<file path="config.mk">
export PLATFORM = sky130hd
export DESIGN_NAME = prt_timers
export DESIGN_NICKNAME = d
export VERILOG_FILES = /design/src/inc/prt_pkg.sv /design/src/verilog/prt_timers.sv
export SDC_FILE = /design/constraint.sdc
export NUM_CORES = 1
export LEC_CHECK = 0
export ABC_AREA = 0
export BUFFER_PORTS_ARGS = -buffer_cell sky130_fd_sc_hd__buf_2
export CORE_UTILIZATION = 59
export CTS_CLUSTER_SIZE = 30
export DETAILED_ROUTE_END_ITERATION = 10
export MAX_ROUTING_LAYER = met4
export PLACE_DENSITY = 0.85
export SLEW_MARGIN = 20
export SYNTH_ARGS = -nofsm -noshare
export SYNTH_HDL_FRONTEND = slang
export SYNTH_SLANG_ARGS = --single-unit
</file>
<file path="constraint.sdc">
create_clock -name i_clk -period 3.5 [get_ports i_clk]
set_input_delay 0.525 -clock i_clk [delete_from_list [all_inputs] [get_ports i_clk]]
set_output_delay 0.525 -clock i_clk [all_outputs]
set_load 0.01 [all_outputs]
</file>
<file path="src/inc/prt_pkg.sv">
// Constants, command codes and carrier types of the prescaler and reload timers
`default_nettype none

package prt_pkg;

  localparam int          CNT_W         = 8;
  localparam int          PER_W         = 16;
  localparam logic [7:0]  CNT_RST       = 8'h00;
  localparam logic [3:0]  CTL_RST       = 4'h0;
  localparam logic [15:0] PER_MAX       = 16'hffff;

  // Control field positions
  localparam int          PA_RUN_BIT    = 0;
  localparam int          SRC_LSB       = 0;
  localparam int          RUN_BIT       = 2;
  localparam int          AUTOSTOP_BIT  = 3;
  localparam int          OUTSEL_BIT    = 3;
  localparam int          T4_SRC_BIT    = 0;
  localparam int          T4_RUN_BIT    = 1;
  localparam int          T4_EXT_BIT    = 2;
  localparam int          T4_OUT_BIT    = 3;
  localparam int          PIN0_FUNC_BIT = 0;
  localparam int          PWM_GATE_BIT  = 1;

  // Two-bit source field codes
  localparam logic [1:0]  SRC_SEL0      = 2'h0;
  localparam logic [1:0]  SRC_SEL1      = 2'h1;
  localparam logic [1:0]  SRC_SEL2      = 2'h2;
  localparam logic [1:0]  SRC_SEL3      = 2'h3;

  typedef enum logic [4:0] {
    OP_NOP                       = 5'h00,
    OP_WRITE_PRESCALER_CONTROL   = 5'h01,
    OP_LOAD_PRESCALER_AND_RELOAD = 5'h02,
    OP_READ_PRESCALER_RELOAD     = 5'h03,
    OP_LOAD_FIRST_TIMER          = 5'h04,
    OP_LOAD_FIRST_RELOAD_ONLY    = 5'h05,
    OP_READ_FIRST_TIMER          = 5'h06,
    OP_LOAD_SECOND_TIMER         = 5'h07,
    OP_READ_SECOND_TIMER         = 5'h08,
    OP_LOAD_THIRD_TIMER          = 5'h09,
    OP_LOAD_THIRD_RELOAD_ONLY    = 5'h0a,
    OP_READ_THIRD_TIMER          = 5'h0b,
    OP_LOAD_FOURTH_TIMER         = 5'h0c,
    OP_LOAD_FOURTH_HIGH_RELOAD   = 5'h0d,
    OP_RESTORE_FOURTH_FROM_LOW   = 5'h0e,
    OP_READ_FOURTH_TIMER         = 5'h0f,
    OP_WRITE_FIRST_CONTROL       = 5'h10,
    OP_WRITE_SECOND_CONTROL      = 5'h11,
    OP_WRITE_THIRD_CONTROL       = 5'h12,
    OP_WRITE_FOURTH_CONTROL      = 5'h13,
    OP_WRITE_PIN_CONTROL         = 5'h14,
    OP_READ_FIRST_CONTROL        = 5'h15,
    OP_READ_SECOND_CONTROL       = 5'h16,
    OP_READ_THIRD_CONTROL        = 5'h17,
    OP_READ_FOURTH_CONTROL       = 5'h18,
    OP_READ_PIN_CONTROL          = 5'h19
  } prt_op_t;

  typedef struct packed {
    logic       valid;
    prt_op_t    op;
    logic [3:0] hi;
    logic [3:0] lo;
  } prt_cmd_t;

  typedef struct packed {
    logic counter_pin_zero;
    logic counter_pin_zero_oe_n;
    logic counter_pin_one;
    logic counter_pin_one_oe_n;
  } prt_pins_t;

endpackage

`default_nettype wire

</file>
<file path="src/verilog/prt_timers.sv">
// Prescaler and four 8-bit auto-reload timers with PWM and pin outputs
`default_nettype none

module prt_timers
  import prt_pkg::*;
(
  input  wire logic       i_clk,
  input  wire logic       i_rstn,
  input  wire prt_cmd_t   i_cmd,
  input  wire logic       i_instruction_clock,
  input  wire logic       i_system_clock,
  input  wire logic       i_xin_clock,
  input  wire logic       i_fifth_timer_underflow,
  input  wire logic       i_counter_pin_zero,
  input  wire logic       i_counter_pin_one,
  input  wire logic       i_ext_trigger_pin_zero,
  input  wire logic       i_ext_trigger_pin_one,
  input  wire logic       i_first_irq_pin_control,
  input  wire logic       i_second_irq_pin_control,
  input  wire logic [3:0] i_flag_clr,
  output logic      [7:0] o_rd_data,
  output logic            o_rd_valid,
  output logic      [3:0] o_flags,
  output logic            o_prescaler_output,
  output logic            o_pulse_width_output,
  output prt_pins_t       o_pins
);

  ////////////////////////////////////////////////////////////////////////
  // Declarations

  logic [7:0]       dat;
  logic [7:0]       pre_cnt_r;
  logic [7:0]       pre_rld_r;
  logic             pre_run_r;
  logic             pre_tick;
  logic             pre_uf;
  logic             pre_div2_r;
  logic [3:0]       w1_r;
  logic [3:0]       w2_r;
  logic [3:0]       w3_r;
  logic [3:0]       w4_r;
  logic [3:0]       w6_r;
  logic [7:0]       cnt_r [4];
  logic [7:0]       rld_r [4];
  logic [7:0]       ld_val [4];
  logic [7:0]       rel_val [4];
  logic [3:0]       tick;
  logic [3:0]       uflow;
  logic [3:0]       ld_cnt;
  logic [3:0]       ld_rld;
  logic [7:0]       hi_rld_r;
  logic [3:0]       flag_r;
  logic             sync0_r;
  logic             sync1_r;
  logic             pin0_d_r;
  logic             pin1_d_r;
  logic             pin0_rise;
  logic             pin1_rise;
  logic             pwm_r;
  logic             pwm_d_r;
  logic             pwm_rise;
  logic             gate_r;
  logic             t1_half_r;
  logic             t2_half_r;
  logic             hold4_r;
  logic             src4;
  logic             ext_cond;
  logic             ext_start;
  logic             ext_done;
  logic             ext_wait_r;
  logic [PER_W-1:0] ext_cnt_r;
  logic [PER_W-1:0] per_cnt_r;
  logic [PER_W-1:0] per_r;
  logic [PER_W-1:0] half;
  logic [7:0]       rd_nxt;
  logic             rd_req;
  logic [7:0]       rd_data_r;
  logic             rd_valid_r;
  logic             pre_out_r;
  prt_pins_t        pins_r;

  function automatic logic is_op(input prt_cmd_t c, input prt_op_t o);
    is_op = c.valid && (c.op == o);
  endfunction

  assign dat       = {i_cmd.hi, i_cmd.lo};
  assign pin0_rise = i_counter_pin_zero & ~pin0_d_r;
  assign pin1_rise = i_counter_pin_one & ~pin1_d_r;
  assign pwm_rise  = pwm_r & ~pwm_d_r;

  ////////////////////////////////////////////////////////////////////////
  // Prescaler

  assign pre_tick = pre_run_r & i_instruction_clock;
  assign pre_uf   = pre_tick && (pre_cnt_r == 8'h00);

  always_ff @(posedge i_clk or negedge i_rstn) begin
    if (!i_rstn) begin
      pre_cnt_r <= CNT_RST;
      pre_rld_r <= CNT_RST;
      pre_run_r <= 1'b0;
    end else if (is_op(i_cmd, OP_LOAD_PRESCALER_AND_RELOAD)) begin
      pre_cnt_r <= dat;
      pre_rld_r <= dat;
    end else if (is_op(i_cmd, OP_WRITE_PRESCALER_CONTROL)) begin
      pre_run_r <= i_cmd.lo[PA_RUN_BIT];
      if (!i_cmd.lo[PA_RUN_BIT]) begin
        pre_cnt_r <= pre_rld_r;
      end
    end else if (pre_uf) begin
      pre_cnt_r <= pre_rld_r;
    end else if (pre_tick) begin
      pre_cnt_r <= pre_cnt_r - 8'h01;
    end
  end

  always_ff @(posedge i_clk or negedge i_rstn) begin
    if (!i_rstn) begin
      pre_div2_r <= 1'b0;
      pre_out_r  <= 1'b0;
    end else begin
      pre_out_r <= pre_uf;
      if (pre_uf) begin
        pre_div2_r <= ~pre_div2_r;
      end
    end
  end

  ////////////////////////////////////////////////////////////////////////
  // Control registers

  always_ff @(posedge i_clk or negedge i_rstn) begin
    if (!i_rstn) begin
      w1_r <= CTL_RST;
      w2_r <= CTL_RST;
      w3_r <= CTL_RST;
      w4_r <= CTL_RST;
      w6_r <= CTL_RST;
    end else begin
      if (is_op(i_cmd, OP_WRITE_FIRST_CONTROL)) begin
        w1_r <= i_cmd.lo;
      end
      if (is_op(i_cmd, OP_WRITE_SECOND_CONTROL)) begin
        w2_r <= i_cmd.lo;
      end
      if (is_op(i_cmd, OP_WRITE_THIRD_CONTROL)) begin
        w3_r <= i_cmd.lo;
      end
      if (is_op(i_cmd, OP_WRITE_FOURTH_CONTROL)) begin
        w4_r <= i_cmd.lo;
      end
      if (is_op(i_cmd, OP_WRITE_PIN_CONTROL)) begin
        w6_r <= i_cmd.lo;
      end
    end
  end

  ////////////////////////////////////////////////////////////////////////
  // Count sources, loads and reloads

  // Source changes are only safe with the timer stopped
  always_comb begin
    tick[0] = 1'b0;
    case (w1_r[SRC_LSB+:2])
      SRC_SEL0: tick[0] = i_instruction_clock;
      SRC_SEL1: tick[0] = pre_uf;
      SRC_SEL2: tick[0] = i_fifth_timer_underflow;
      SRC_SEL3: tick[0] = pin0_rise;
      default:  tick[0] = 1'b0;
    endcase
    tick[0] = tick[0] & w1_r[RUN_BIT] & (~i_first_irq_pin_control | sync0_r);
    tick[1] = 1'b0;
    case (w2_r[SRC_LSB+:2])
      SRC_SEL0: tick[1] = i_system_clock;
      SRC_SEL1: tick[1] = pre_uf;
      SRC_SEL2: tick[1] = uflow[0];
      SRC_SEL3: tick[1] = pwm_rise;
      default:  tick[1] = 1'b0;
    endcase
    tick[1] = tick[1] & w2_r[RUN_BIT];
    tick[2] = 1'b0;
    case (w3_r[SRC_LSB+:2])
      SRC_SEL0: tick[2] = pwm_rise;
      SRC_SEL1: tick[2] = pre_uf;
      SRC_SEL2: tick[2] = uflow[1];
      SRC_SEL3: tick[2] = pin1_rise;
      default:  tick[2] = 1'b0;
    endcase
    tick[2] = tick[2] & w3_r[RUN_BIT] & (~i_second_irq_pin_control | sync1_r);
    // Waiting out the half period holds the fourth counter
    tick[3] = src4 & (w4_r[T4_RUN_BIT] | hold4_r) & ~ext_wait_r;
  end

  assign src4 = w4_r[T4_SRC_BIT] ? (pre_uf & pre_div2_r) : i_xin_clock;

  always_comb begin
    uflow[0] = tick[0] && (cnt_r[0] == 8'h00);
    uflow[1] = tick[1] && (cnt_r[1] == 8'h00);
    uflow[2] = tick[2] && (cnt_r[2] == 8'h00);
    uflow[3] = (tick[3] && (cnt_r[3] == 8'h00) && !ext_cond) || ext_done;
    ld_cnt[0] = is_op(i_cmd, OP_LOAD_FIRST_TIMER);
    ld_cnt[1] = is_op(i_cmd, OP_LOAD_SECOND_TIMER);
    ld_cnt[2] = is_op(i_cmd, OP_LOAD_THIRD_TIMER);
    ld_cnt[3] = is_op(i_cmd, OP_LOAD_FOURTH_TIMER) |
                is_op(i_cmd, OP_RESTORE_FOURTH_FROM_LOW);
    ld_rld[0] = ld_cnt[0] | is_op(i_cmd, OP_LOAD_FIRST_RELOAD_ONLY);
    ld_rld[1] = ld_cnt[1];
    ld_rld[2] = ld_cnt[2] | is_op(i_cmd, OP_LOAD_THIRD_RELOAD_ONLY);
    ld_rld[3] = is_op(i_cmd, OP_LOAD_FOURTH_TIMER);
    ld_val[0] = dat;
    ld_val[1] = dat;
    ld_val[2] = dat;
    ld_val[3] = is_op(i_cmd, OP_RESTORE_FOURTH_FROM_LOW) ? rld_r[3] : dat;
    rel_val[0] = rld_r[0];
    rel_val[1] = rld_r[1];
    rel_val[2] = rld_r[2];
    rel_val[3] = (w4_r[T4_OUT_BIT] && !pwm_r) ? hi_rld_r : rld_r[3];
  end

  genvar g;
  generate
    for (g = 0; g < 4; g++) begin : g_tmr
      always_ff @(posedge i_clk or negedge i_rstn) begin
        if (!i_rstn) begin
          cnt_r[g] <= CNT_RST;
        end else if (ld_cnt[g]) begin
          cnt_r[g] <= ld_val[g];
        end else if (uflow[g]) begin
          cnt_r[g] <= rel_val[g];
        end else if (tick[g] && (cnt_r[g] != 8'h00)) begin
          cnt_r[g] <= cnt_r[g] - 8'h01;
        end
      end

      always_ff @(posedge i_clk or negedge i_rstn) begin
        if (!i_rstn) begin
          rld_r[g] <= CNT_RST;
        end else if (ld_rld[g]) begin
          rld_r[g] <= dat;
        end
      end
    end
  endgenerate

  always_ff @(posedge i_clk or negedge i_rstn) begin
    if (!i_rstn) begin
      hi_rld_r <= CNT_RST;
    end else if (is_op(i_cmd, OP_LOAD_FOURTH_HIGH_RELOAD)) begin
      hi_rld_r <= dat;
    end
  end

  // A new underflow beats a clear in the same cycle
  always_ff @(posedge i_clk or negedge i_rstn) begin
    if (!i_rstn) begin
      flag_r <= 4'h0;
    end else begin
      flag_r <= uflow | (flag_r & ~i_flag_clr);
    end
  end

  ////////////////////////////////////////////////////////////////////////
  // Start synchronisation and auto-stop

  always_ff @(posedge i_clk or negedge i_rstn) begin
    if (!i_rstn) begin
      sync0_r <= 1'b0;
      sync1_r <= 1'b0;
    end else begin
      if (!i_first_irq_pin_control) begin
        sync0_r <= 1'b0;
      end else if (i_ext_trigger_pin_zero) begin
        sync0_r <= 1'b1;
      end else if (uflow[0] && w1_r[AUTOSTOP_BIT]) begin
        sync0_r <= 1'b0;
      end
      if (!i_second_irq_pin_control) begin
        sync1_r <= 1'b0;
      end else if (i_ext_trigger_pin_one) begin
        sync1_r <= 1'b1;
      end else if (uflow[2] && w3_r[AUTOSTOP_BIT]) begin
        sync1_r <= 1'b0;
      end
    end
  end

  ////////////////////////////////////////////////////////////////////////
  // Fourth timer PWM, half-period stretch and run-out

  assign ext_cond  = w4_r[T4_EXT_BIT] & w4_r[T4_OUT_BIT] & pwm_r;
  assign ext_start = tick[3] && (cnt_r[3] == 8'h00) && ext_cond;
  assign ext_done  = ext_wait_r && (ext_cnt_r == {{(PER_W-1){1'b0}}, 1'b1});
  assign half      = (per_r[PER_W-1:1] == '0) ? {{(PER_W-1){1'b0}}, 1'b1}
                                              : {1'b0, per_r[PER_W-1:1]};

  // Half period is measured in clocks from the last source period
  always_ff @(posedge i_clk or negedge i_rstn) begin
    if (!i_rstn) begin
      per_cnt_r <= '0;
      per_r     <= '0;
    end else if (src4) begin
      per_r     <= (per_cnt_r == PER_MAX) ? PER_MAX : per_cnt_r + 16'h0001;
      per_cnt_r <= '0;
    end else if (per_cnt_r != PER_MAX) begin
      per_cnt_r <= per_cnt_r + 16'h0001;
    end
  end

  always_ff @(posedge i_clk or negedge i_rstn) begin
    if (!i_rstn) begin
      ext_wait_r <= 1'b0;
      ext_cnt_r  <= '0;
    end else if (ext_start && !ext_wait_r) begin
      ext_wait_r <= 1'b1;
      ext_cnt_r  <= half;
    end else if (ext_done) begin
      ext_wait_r <= 1'b0;
    end else if (ext_wait_r) begin
      ext_cnt_r <= ext_cnt_r - 16'h0001;
    end
  end

  always_ff @(posedge i_clk or negedge i_rstn) begin
    if (!i_rstn) begin
      hold4_r <= 1'b0;
    end else if (uflow[3]) begin
      hold4_r <= 1'b0;
    end else if (is_op(i_cmd, OP_WRITE_FOURTH_CONTROL) && !i_cmd.lo[T4_RUN_BIT] &&
                 w4_r[T4_RUN_BIT] && pwm_r) begin
      hold4_r <= 1'b1;
    end
  end

  always_ff @(posedge i_clk or negedge i_rstn) begin
    if (!i_rstn) begin
      pwm_r   <= 1'b0;
      pwm_d_r <= 1'b0;
    end else begin
      pwm_d_r <= pwm_r;
      if (!w4_r[T4_OUT_BIT]) begin
        pwm_r <= 1'b0;
      end else if (uflow[3]) begin
        pwm_r <= ~pwm_r;
      end
    end
  end

  // Gate starts enabled and returns there whenever the third timer's run bit is clear
  always_ff @(posedge i_clk or negedge i_rstn) begin
    if (!i_rstn) begin
      gate_r <= 1'b1;
    end else if (!w3_r[RUN_BIT]) begin
      gate_r <= 1'b1;
    end else if (w6_r[PWM_GATE_BIT] && uflow[2]) begin
      gate_r <= ~gate_r;
    end
  end

  ////////////////////////////////////////////////////////////////////////
  // Counter pins

  always_ff @(posedge i_clk or negedge i_rstn) begin
    if (!i_rstn) begin
      t1_half_r <= 1'b0;
      t2_half_r <= 1'b0;
      pin0_d_r  <= 1'b0;
      pin1_d_r  <= 1'b0;
      pins_r    <= '{counter_pin_zero: 1'b0, counter_pin_zero_oe_n: 1'b1, counter_pin_one: 1'b0, counter_pin_one_oe_n: 1'b1};
    end else begin
      pin0_d_r <= i_counter_pin_zero;
      pin1_d_r <= i_counter_pin_one;
      if (uflow[0]) begin
        t1_half_r <= ~t1_half_r;
      end
      if (uflow[1]) begin
        t2_half_r <= ~t2_half_r;
      end
      pins_r.counter_pin_zero      <= w2_r[OUTSEL_BIT] ? t2_half_r : t1_half_r;
      pins_r.counter_pin_zero_oe_n <= ~w6_r[PIN0_FUNC_BIT];
      pins_r.counter_pin_one      <= pwm_r & (~w6_r[PWM_GATE_BIT] | gate_r);
      // Pin one turns input while it feeds the third timer
      pins_r.counter_pin_one_oe_n <= (w3_r[SRC_LSB+:2] == SRC_SEL3);
    end
  end

  ////////////////////////////////////////////////////////////////////////
  // Reads; counters read reliably only while stopped

  always_comb begin
    rd_req = i_cmd.valid;
    rd_nxt = 8'h00;
    case (i_cmd.op)
      OP_READ_PRESCALER_RELOAD: rd_nxt = pre_rld_r;
      OP_READ_FIRST_TIMER:      rd_nxt = cnt_r[0];
      OP_READ_SECOND_TIMER:     rd_nxt = cnt_r[1];
      OP_READ_THIRD_TIMER:      rd_nxt = cnt_r[2];
      OP_READ_FOURTH_TIMER:     rd_nxt = cnt_r[3];
      OP_READ_FIRST_CONTROL:    rd_nxt = {4'h0, w1_r};
      OP_READ_SECOND_CONTROL:   rd_nxt = {4'h0, w2_r};
      OP_READ_THIRD_CONTROL:    rd_nxt = {4'h0, w3_r};
      OP_READ_FOURTH_CONTROL:   rd_nxt = {4'h0, w4_r};
      OP_READ_PIN_CONTROL:      rd_nxt = {4'h0, w6_r};
      default:                  rd_req = 1'b0;
    endcase
  end

  always_ff @(posedge i_clk or negedge i_rstn) begin
    if (!i_rstn) begin
      rd_data_r  <= 8'h00;
      rd_valid_r <= 1'b0;
    end else begin
      rd_valid_r <= rd_req;
      if (rd_req) begin
        rd_data_r <= rd_nxt;
      end
    end
  end

  assign o_rd_data            = rd_data_r;
  assign o_rd_valid           = rd_valid_r;
  assign o_flags              = flag_r;
  assign o_prescaler_output   = pre_out_r;
  assign o_pulse_width_output = pwm_r;
  assign o_pins               = pins_r;

endmodule

`default_nettype wire

</file>
==> results of run 1 <==
[layer usage]
metal,track usage,share of wire
met1,0.4232,0.43
met3,0.06978,0.079
met4,0.1334,0.031
met2,0.4740,0.46
met5,-,0
[metrics by stage]
step	cell area, um2	setup slack, ns
CTS	10750	0.3309
floorplan	9615	0.7656
finish	10750	0.3044
detailed placement	10150	0.3358
global placement	10150	0.4052
global route	10750	0.1406
[flip-flops by register name (all words and copies together), names as in the netlist, 8 cells and up]
| signal | flops |
|---|---|
| per_r | 15 |
| hi_rld_r | 8 |
| rld_r | 8 |
| pre_rld_r | 8 |
| cnt_r | 32 |
| o_rd_data | 8 |
| pre_cnt_r | 8 |
| ext_cnt_r | 16 |
| per_cnt_r | 16 |
| rel_val | 24 |
[cell type report]
cell class / instances / area, um2
clock inverter: 14 / 158.9
sequential: 186 / 4658
clock buffer: 18 / 439.2
fill: 1198 / 5137
multi-input combinational: 750 / 4663
tap: 216 / 270.3
inverter: 37 / 138.9
timing repair buffer: 69 / 419.2
[cells by family (layout without fill, tap and decap cells)]
family | after synthesis | in the layout
simple gates | 392 | 392
compound gates | 229 | 229
flops | 186 | 186
mux | 86 | 86
buf+inv | 78 | 138
xor+xnor | 33 | 33
fa+ha+maj | 10 | 10
[worst max-delay path by stage]
stage                     startpoint                    end  slack [ns]  cells after the start
2_1_floorplan  cnt_r[30]$_DFFE_PN0P_   cnt_r[9]$_DFFE_PN0P_        0.77                      9
3_3_place_gp   cnt_r[30]$_DFFE_PN0P_  cnt_r[10]$_DFFE_PN0P_        0.41                      7
3_5_place_dp   cnt_r[29]$_DFFE_PN0P_  cnt_r[10]$_DFFE_PN0P_        0.34                      7
4_1_cts        cnt_r[29]$_DFFE_PN0P_  cnt_r[10]$_DFFE_PN0P_        0.33                      7
5_1_grt        cnt_r[29]$_DFFE_PN0P_  cnt_r[10]$_DFFE_PN0P_        0.14                      7
6_report       cnt_r[30]$_DFFE_PN0P_  cnt_r[10]$_DFFE_PN0P_        0.30                      7
[worst max-delay path, delay by kind of cell, from the launching register on]
family          cells  cell delay [ns]
compound gates      4             1.43
flops               1             0.42
mux                 1             0.14
simple gates        2             1.09
[power groups by stage]
stage / combinational, mW / sequential [mW] / clock [mW]
detailed placement: 1.45 / 3.13 / 0
floorplan: 1.12 / 2.96 / 0
CTS: 1.48 / 3.10 / 1.95
global placement: 1.40 / 3.11 / 0
finish: 1.48 / 3.12 / 1.93
global route: 1.66 / 3.17 / 2.03
[cells in the final DEF, fill, tap and decap left out, types with 20 or more instances in the layout]
master	instances
dfrtp_1	183
nand2_1	129
nor2_1	118
a21oi_1	69
mux2_2	65
o21ai_0	47
buf_2	47
inv_1	37
nor3_1	30
xnor2_1	22
mux2i_1	21
nand3_1	20
buf_4	20
==> reports/metrics.csv, run 1 <==
stage;metric;value;unit
status;status;finished clean;
clock_network;path_clk_slew;0.07;ns
clock_network;cts_max_path_buffers;2;
clock_network;root_buffer;clkbuf_16;
place;placed_cells;1258;
synth;syn_avg_cell_area;9.483;um2
setup_path;cp.required;3.83;ns
grt;grt-ovfl-total;0;
timing;slew_headroom;0.2529;
timing;tns;0;ns
routing;drc;0;
synth;synth_seq_area_share;0.4845;
place;portBuffers;48;
clock_network;cts_hold_buf;0;
setup_path;r2r_cells;7;
setup_path;cp_max_fo;15;
pwr;clockPowerShare;0.295;
timing;period_share;0.9130;
flow_run;maxCapViolCount;0;
grt;grt_max_degree;77;
synth;synth_xor_area_frac;0.03006;
clock_network;clk_latency;0.44;ns
synth;async_flop_share;1.000;
clock_network;cts_made_buffers;17;
setup_path;startpoint_type;flip-flop;
grt;grt_pass1_vias;7617;
synth;syn-instance-count;1014;
synth;synth_top_area_frac;0.4763;
synth;syn-num-nets;1054;
setup_path;r2r_end;cnt_r[10]$_DFFE_PN0P_;
place;gp_congestion;0.9716;
clock_network;tritoncts;yes;
timing;whs;0.09873;ns
clock_network;clock-sinks;186;
timing;setup_viol;0;
setup_path;critPathMaxStageDelay;0.57;ns
worst_hold_path;min_path_type;input port to asynchronous set/reset pin;
pwr;power_leakage;4.792;nW
pwr;vdd_drop_max;0.4678;mV
setup_path;cp_data_arrival_time;3.52;ns
layout;nNetsFinal;1101;
timing;min_period;3.196;ns
routing;drt_wl_total;24650;um
setup_path;cp_slowest_cell;or4_4;
synth;synth_area;0.009615;mm2
routing;vias_per_cell;6.274;
timing;max_freq;0.3129;GHz
synth;synth.most_common_cell;dfrtp_1;
layout;finalNonFillerCells;1290;
synth;ys_ff_latch;186;
synth;synthMuxAreaShare;0.09798;
layout;n_antenna_cell;0;
floorplanning;die_area;0.01681;mm2
layout;synthToLayoutAreaGrowth;11.78;%
floorplanning;io_pins;49;
layout;drive_gt1_frac;0.1704;
pwr;p_seq_frac;0.478;
layout;fin_util;0.6766;
setup_path;crit_chain;or4_4 > or3_1 > a311oi_4 > o2111ai_2 > a21oi_4 > mux2i_1 > a211o_1;
setup_path;r2r_setup_slack;0.30;ns
pwr;combPwrFrac;0.227;
synth;synth_top_area_cell;dfrtp_1;
synth;synth.area.top_cells;dfrtp_1 (48%), mux2_2 (7.6%), nand2_1 (5.0%);
floorplanning;placementRows;46;
synth;synth.distinct_cells;66;
routing;dr.pass1.iters;6;
setup_path;path_class;flip-flop to flip-flop;
routing;ant_nets;0;
timing;drv_slew;0;
routing;dr_total_vias;8093;
timing;hold_viol_final;0;
pwr;p_int;4.314;mW
timing;rsz0062_at_grt;false;
floorplanning;core_area;0.01589;mm2
floorplanning;die_x;129.7;um
clock_network;cts_resized;0;
floorplanning;start_util;0.6053;
synth;ys_warn_count;0;
synth;synth_compound_area_frac;0.1538;
timing;tightest_slew;1.118;ns
place;hpwl;16900;um
routing;routedWlPerCell;19.10;um
pwr;fin_total_pwr;6.538;mW
synth;synth_top_family_by_area;simple AND/OR/NAND/NOR gates;
floorplanning;die_h;129.7;um
timing;skew;0.01067;ns
synth;synthSimpleGateAreaFrac;0.1888;
setup_path;r2r_start;cnt_r[30]$_DFFE_PN0P_;
grt;grt_pass1_wl;39460;um
pwr;switching_share;0.3402;
synth;yosys-top-cells-count;dfrtp_1 (183), nand2_1 (129), nor2_1 (118);
clock_network;htree_levels;4;
synth;synth-main-ff-cell;dfrtp_1;
synth;synthAdderAreaFrac;0.01301;
grt;grt_usage;0.3188;
pwr;powerDensity;608.3;mW/mm2
clock_network;post-cts-setup-buffers;0;
grt;antenna_found_initial;0;
synth;synth_edf_count;0;
setup_path;end_kind;flip-flop;
pwr;p_switching;2.224;mW
routing;first_iter_violations;807;
Power figures use the tool's default switching activity.
==> run 2, diff against run 1 <==
- BUFFER_PORTS_ARGS: -buffer_cell sky130_fd_sc_hd__buf_2 -> -buffer_cell sky130_fd_sc_hd__buf_4
==> run 2 against run 1 <==
  * Cell count is the same
  * Total power grew 0.61%
  * Utilization grew 0.67 points
  * Clock-buffer cell count shrank 1
  * Clock skew grew 0.0075 ns
  * Routed wire length grew 0.82%
  * Combinational power grew 3%
  * Worst hold slack gained 0.0026 ns
==> reports/metrics.csv, run 2 (synthesis results as in run 1) <==
stage;metric;value;unit;change
routing;ant_nets;0;;unchanged
clock_network;root_buffer;clkbuf_16;;unchanged
clock_network;cts_resized;0;;unchanged
routing;drc;0;;unchanged
timing;tns;0;ns;unchanged
setup_path;startpoint_type;flip-flop;;unchanged
clock_network;post-cts-setup-buffers;0;;unchanged
layout;register_area;0.004658;mm2;unchanged
pwr;vdd_drop_max;0.4546;mV;was 0.4678 mV
timing;drv_slew;0;;unchanged
floorplanning;start_util;0.6053;;unchanged
flow_run;maxCapViolCount;0;;unchanged
place;placed_area;0.01025;mm2;was 0.01015 mm2
layout;layout_commonest_cell;dfrtp_1;;unchanged
routing;dr.pass1.iters;8;;was 6
setup_path;r2r_setup_slack;0.32;ns;was 0.30 ns
layout;synthToLayoutAreaGrowth;12.88;%;was 11.78%
timing;setup_slack;0.3244;ns;was 0.3044 ns
timing;tightest_slew;1.025;ns;was 1.118 ns
pwr;fin_total_pwr;6.578;mW;was 6.538 mW
routing;drt_wl_total;24850;um;was 24650 um
worst_hold_path;min_path_type;input port to asynchronous set/reset pin;;unchanged
routing;dr_total_vias;8189;;was 8093
routing;first_iter_violations;876;;was 807
grt;grt_pass1_vias;7665;;was 7617
grt;antenna_found_initial;0;;unchanged
grt;grt_pass1_wl;39860;um;was 39460 um
layout;drive_gt1_frac;0.1713;;was 0.1704
layout;top_register;cnt_r;;unchanged
grt;grt-ovfl-total;0;;unchanged
place;portBuffers;48;;unchanged
clock_network;cts_made_buffers;17;;unchanged
clock_network;tritoncts;yes;;unchanged
layout;n_antenna_cell;0;;unchanged
floorplanning;io_pins;49;;unchanged
layout;nNetsFinal;1101;;unchanged
clock_network;clock-sinks;186;;unchanged
layout;layout.cells.most_common_list;dfrtp_1 (183), nand2_1 (129), nor2_1 (118), a21oi_1 (69), buf_4 (68);;was dfrtp_1 (183), nand2_1 (129), nor2_1 (118), a21oi_1 (69), mux2_2 (65)
timing;max_freq;0.3149;GHz;was 0.3129 GHz
setup_path;cp_data_arrival_time;3.51;ns;was 3.52 ns
clock_network;htree_levels;4;;unchanged
layout;largest_register_ff_count;32;;unchanged
layout;fillers;1229;;was 1198
grt;grt_max_degree;87;;was 77
clock_network;clk_latency;0.45;ns;was 0.44 ns
floorplanning;placementRows;46;;unchanged
status;status;finished clean;;unchanged
timing;rsz0062_at_grt;false;;unchanged
place;gp_congestion;0.9347;;was 0.9716
clock_network;cts_hold_buf;0;;unchanged
routing;vias_per_cell;6.348;;was 6.274
pwr;power_leakage;4.814;nW;was 4.792 nW
place;dpl_worst_slack;0.3750;ns;was 0.3358 ns
timing;min_period;3.176;ns;was 3.196 ns
layout;multi_input_area;0.004667;mm2;was 0.004663 mm2
timing;hold_viol_final;0;;unchanged
timing;setup_viol;0;;unchanged
timing;skew;0.01818;ns;was 0.01067 ns
routing;routedWlPerCell;19.26;um;was 19.10 um
clock_network;cts_max_path_buffers;2;;unchanged
timing;slew_headroom;0.3155;;was 0.2529
floorplanning;die_h;129.7;um;unchanged
floorplanning;core_area;0.01589;mm2;unchanged
setup_path;end_kind;flip-flop;;unchanged
timing;period_share;0.9073;;was 0.9130
place;hpwl;17090;um;was 16900 um
setup_path;cp.required;3.84;ns;was 3.83 ns
timing;whs;0.1013;ns;was 0.09873 ns
layout;finalInstanceArea;0.01085;mm2;was 0.01075 mm2
floorplanning;die_x;129.7;um;unchanged
floorplanning;die_area;0.01681;mm2;unchanged
grt;grt_usage;0.3223;;was 0.3188
setup_path;cp_max_fo;15;;unchanged
pwr;powerDensity;606.0;mW/mm2;was 608.3 mW/mm2
clock_network;path_clk_slew;0.08;ns;was 0.07 ns
setup_path;path_class;flip-flop to flip-flop;;unchanged
==> run 2: worst max-delay path, cell delays in order, from the launching register on <==
cell	delay, ns
dfrtp_1	0.43
or4_4	0.56
or3_1	0.53
a311oi_4	0.46
o2111ai_2	0.25
a21oi_4	0.44
mux2i_1	0.13
a211o_1	0.27
==> run 2: report_power, final <==
group / switching [mW] / leakage (nW) / internal [mW]
clock: 0.963 / 0.286 / 0.964
sequential: 0.529 / 2.33 / 2.60
combinational: 0.814 / 2.19 / 0.708
==> run 2: layout make-up <==
| type | instances | share of cell area |
|---|---|---|
| multi-input cells | 750 | 0.4300 |
| flip-flops and latches | 186 | 0.4292 |
| repair buffers | 69 | 0.04830 |
| clock buffers | 17 | 0.03919 |
| well taps | 216 | 0.02490 |
| clock inverters | 15 | 0.01568 |
| inverters | 37 | 0.01280 |
==> run 2: final timing paths <==
path | from | to | cells after the start
min | i_rstn | cnt_r[17]$_DFFE_PN0P_ | 1
max in group asynchronous | i_rstn | ext_cnt_r[15]$_DFFE_PN0P_ | 2
min in group i_clk | i_counter_pin_one | pin1_d_r$_DFF_PN0_ | 1
min reg2reg | w6_r[0]$_DFFE_PN0P_ | o_pins[2]$_DFF_PN1_ | 1
max reg2reg | cnt_r[29]$_DFFE_PN0P_ | cnt_r[10]$_DFFE_PN0P_ | 7
max | cnt_r[29]$_DFFE_PN0P_ | cnt_r[10]$_DFFE_PN0P_ | 7
==> run 2: metrics by stage <==
step	utilization	std cells
5_1_grt	0.6833	1290
2_1_floorplan	-	1014
4_1_cts	0.6831	1290
6_report	0.6833	1290
3_3_place_gp	0.6456	1258
3_5_place_dp	0.6456	1258
==> run 2: per-layer routing <==
metal	track usage	share of wire	wire length, um	vias up
met5	-	0	0	-
met4	0.1197	0.030	744	0
met3	0.06400	0.093	2304	73
met2	0.4929	0.47	11580	434
met1	0.4260	0.41	10220	3960
li1	-	-	-	3722
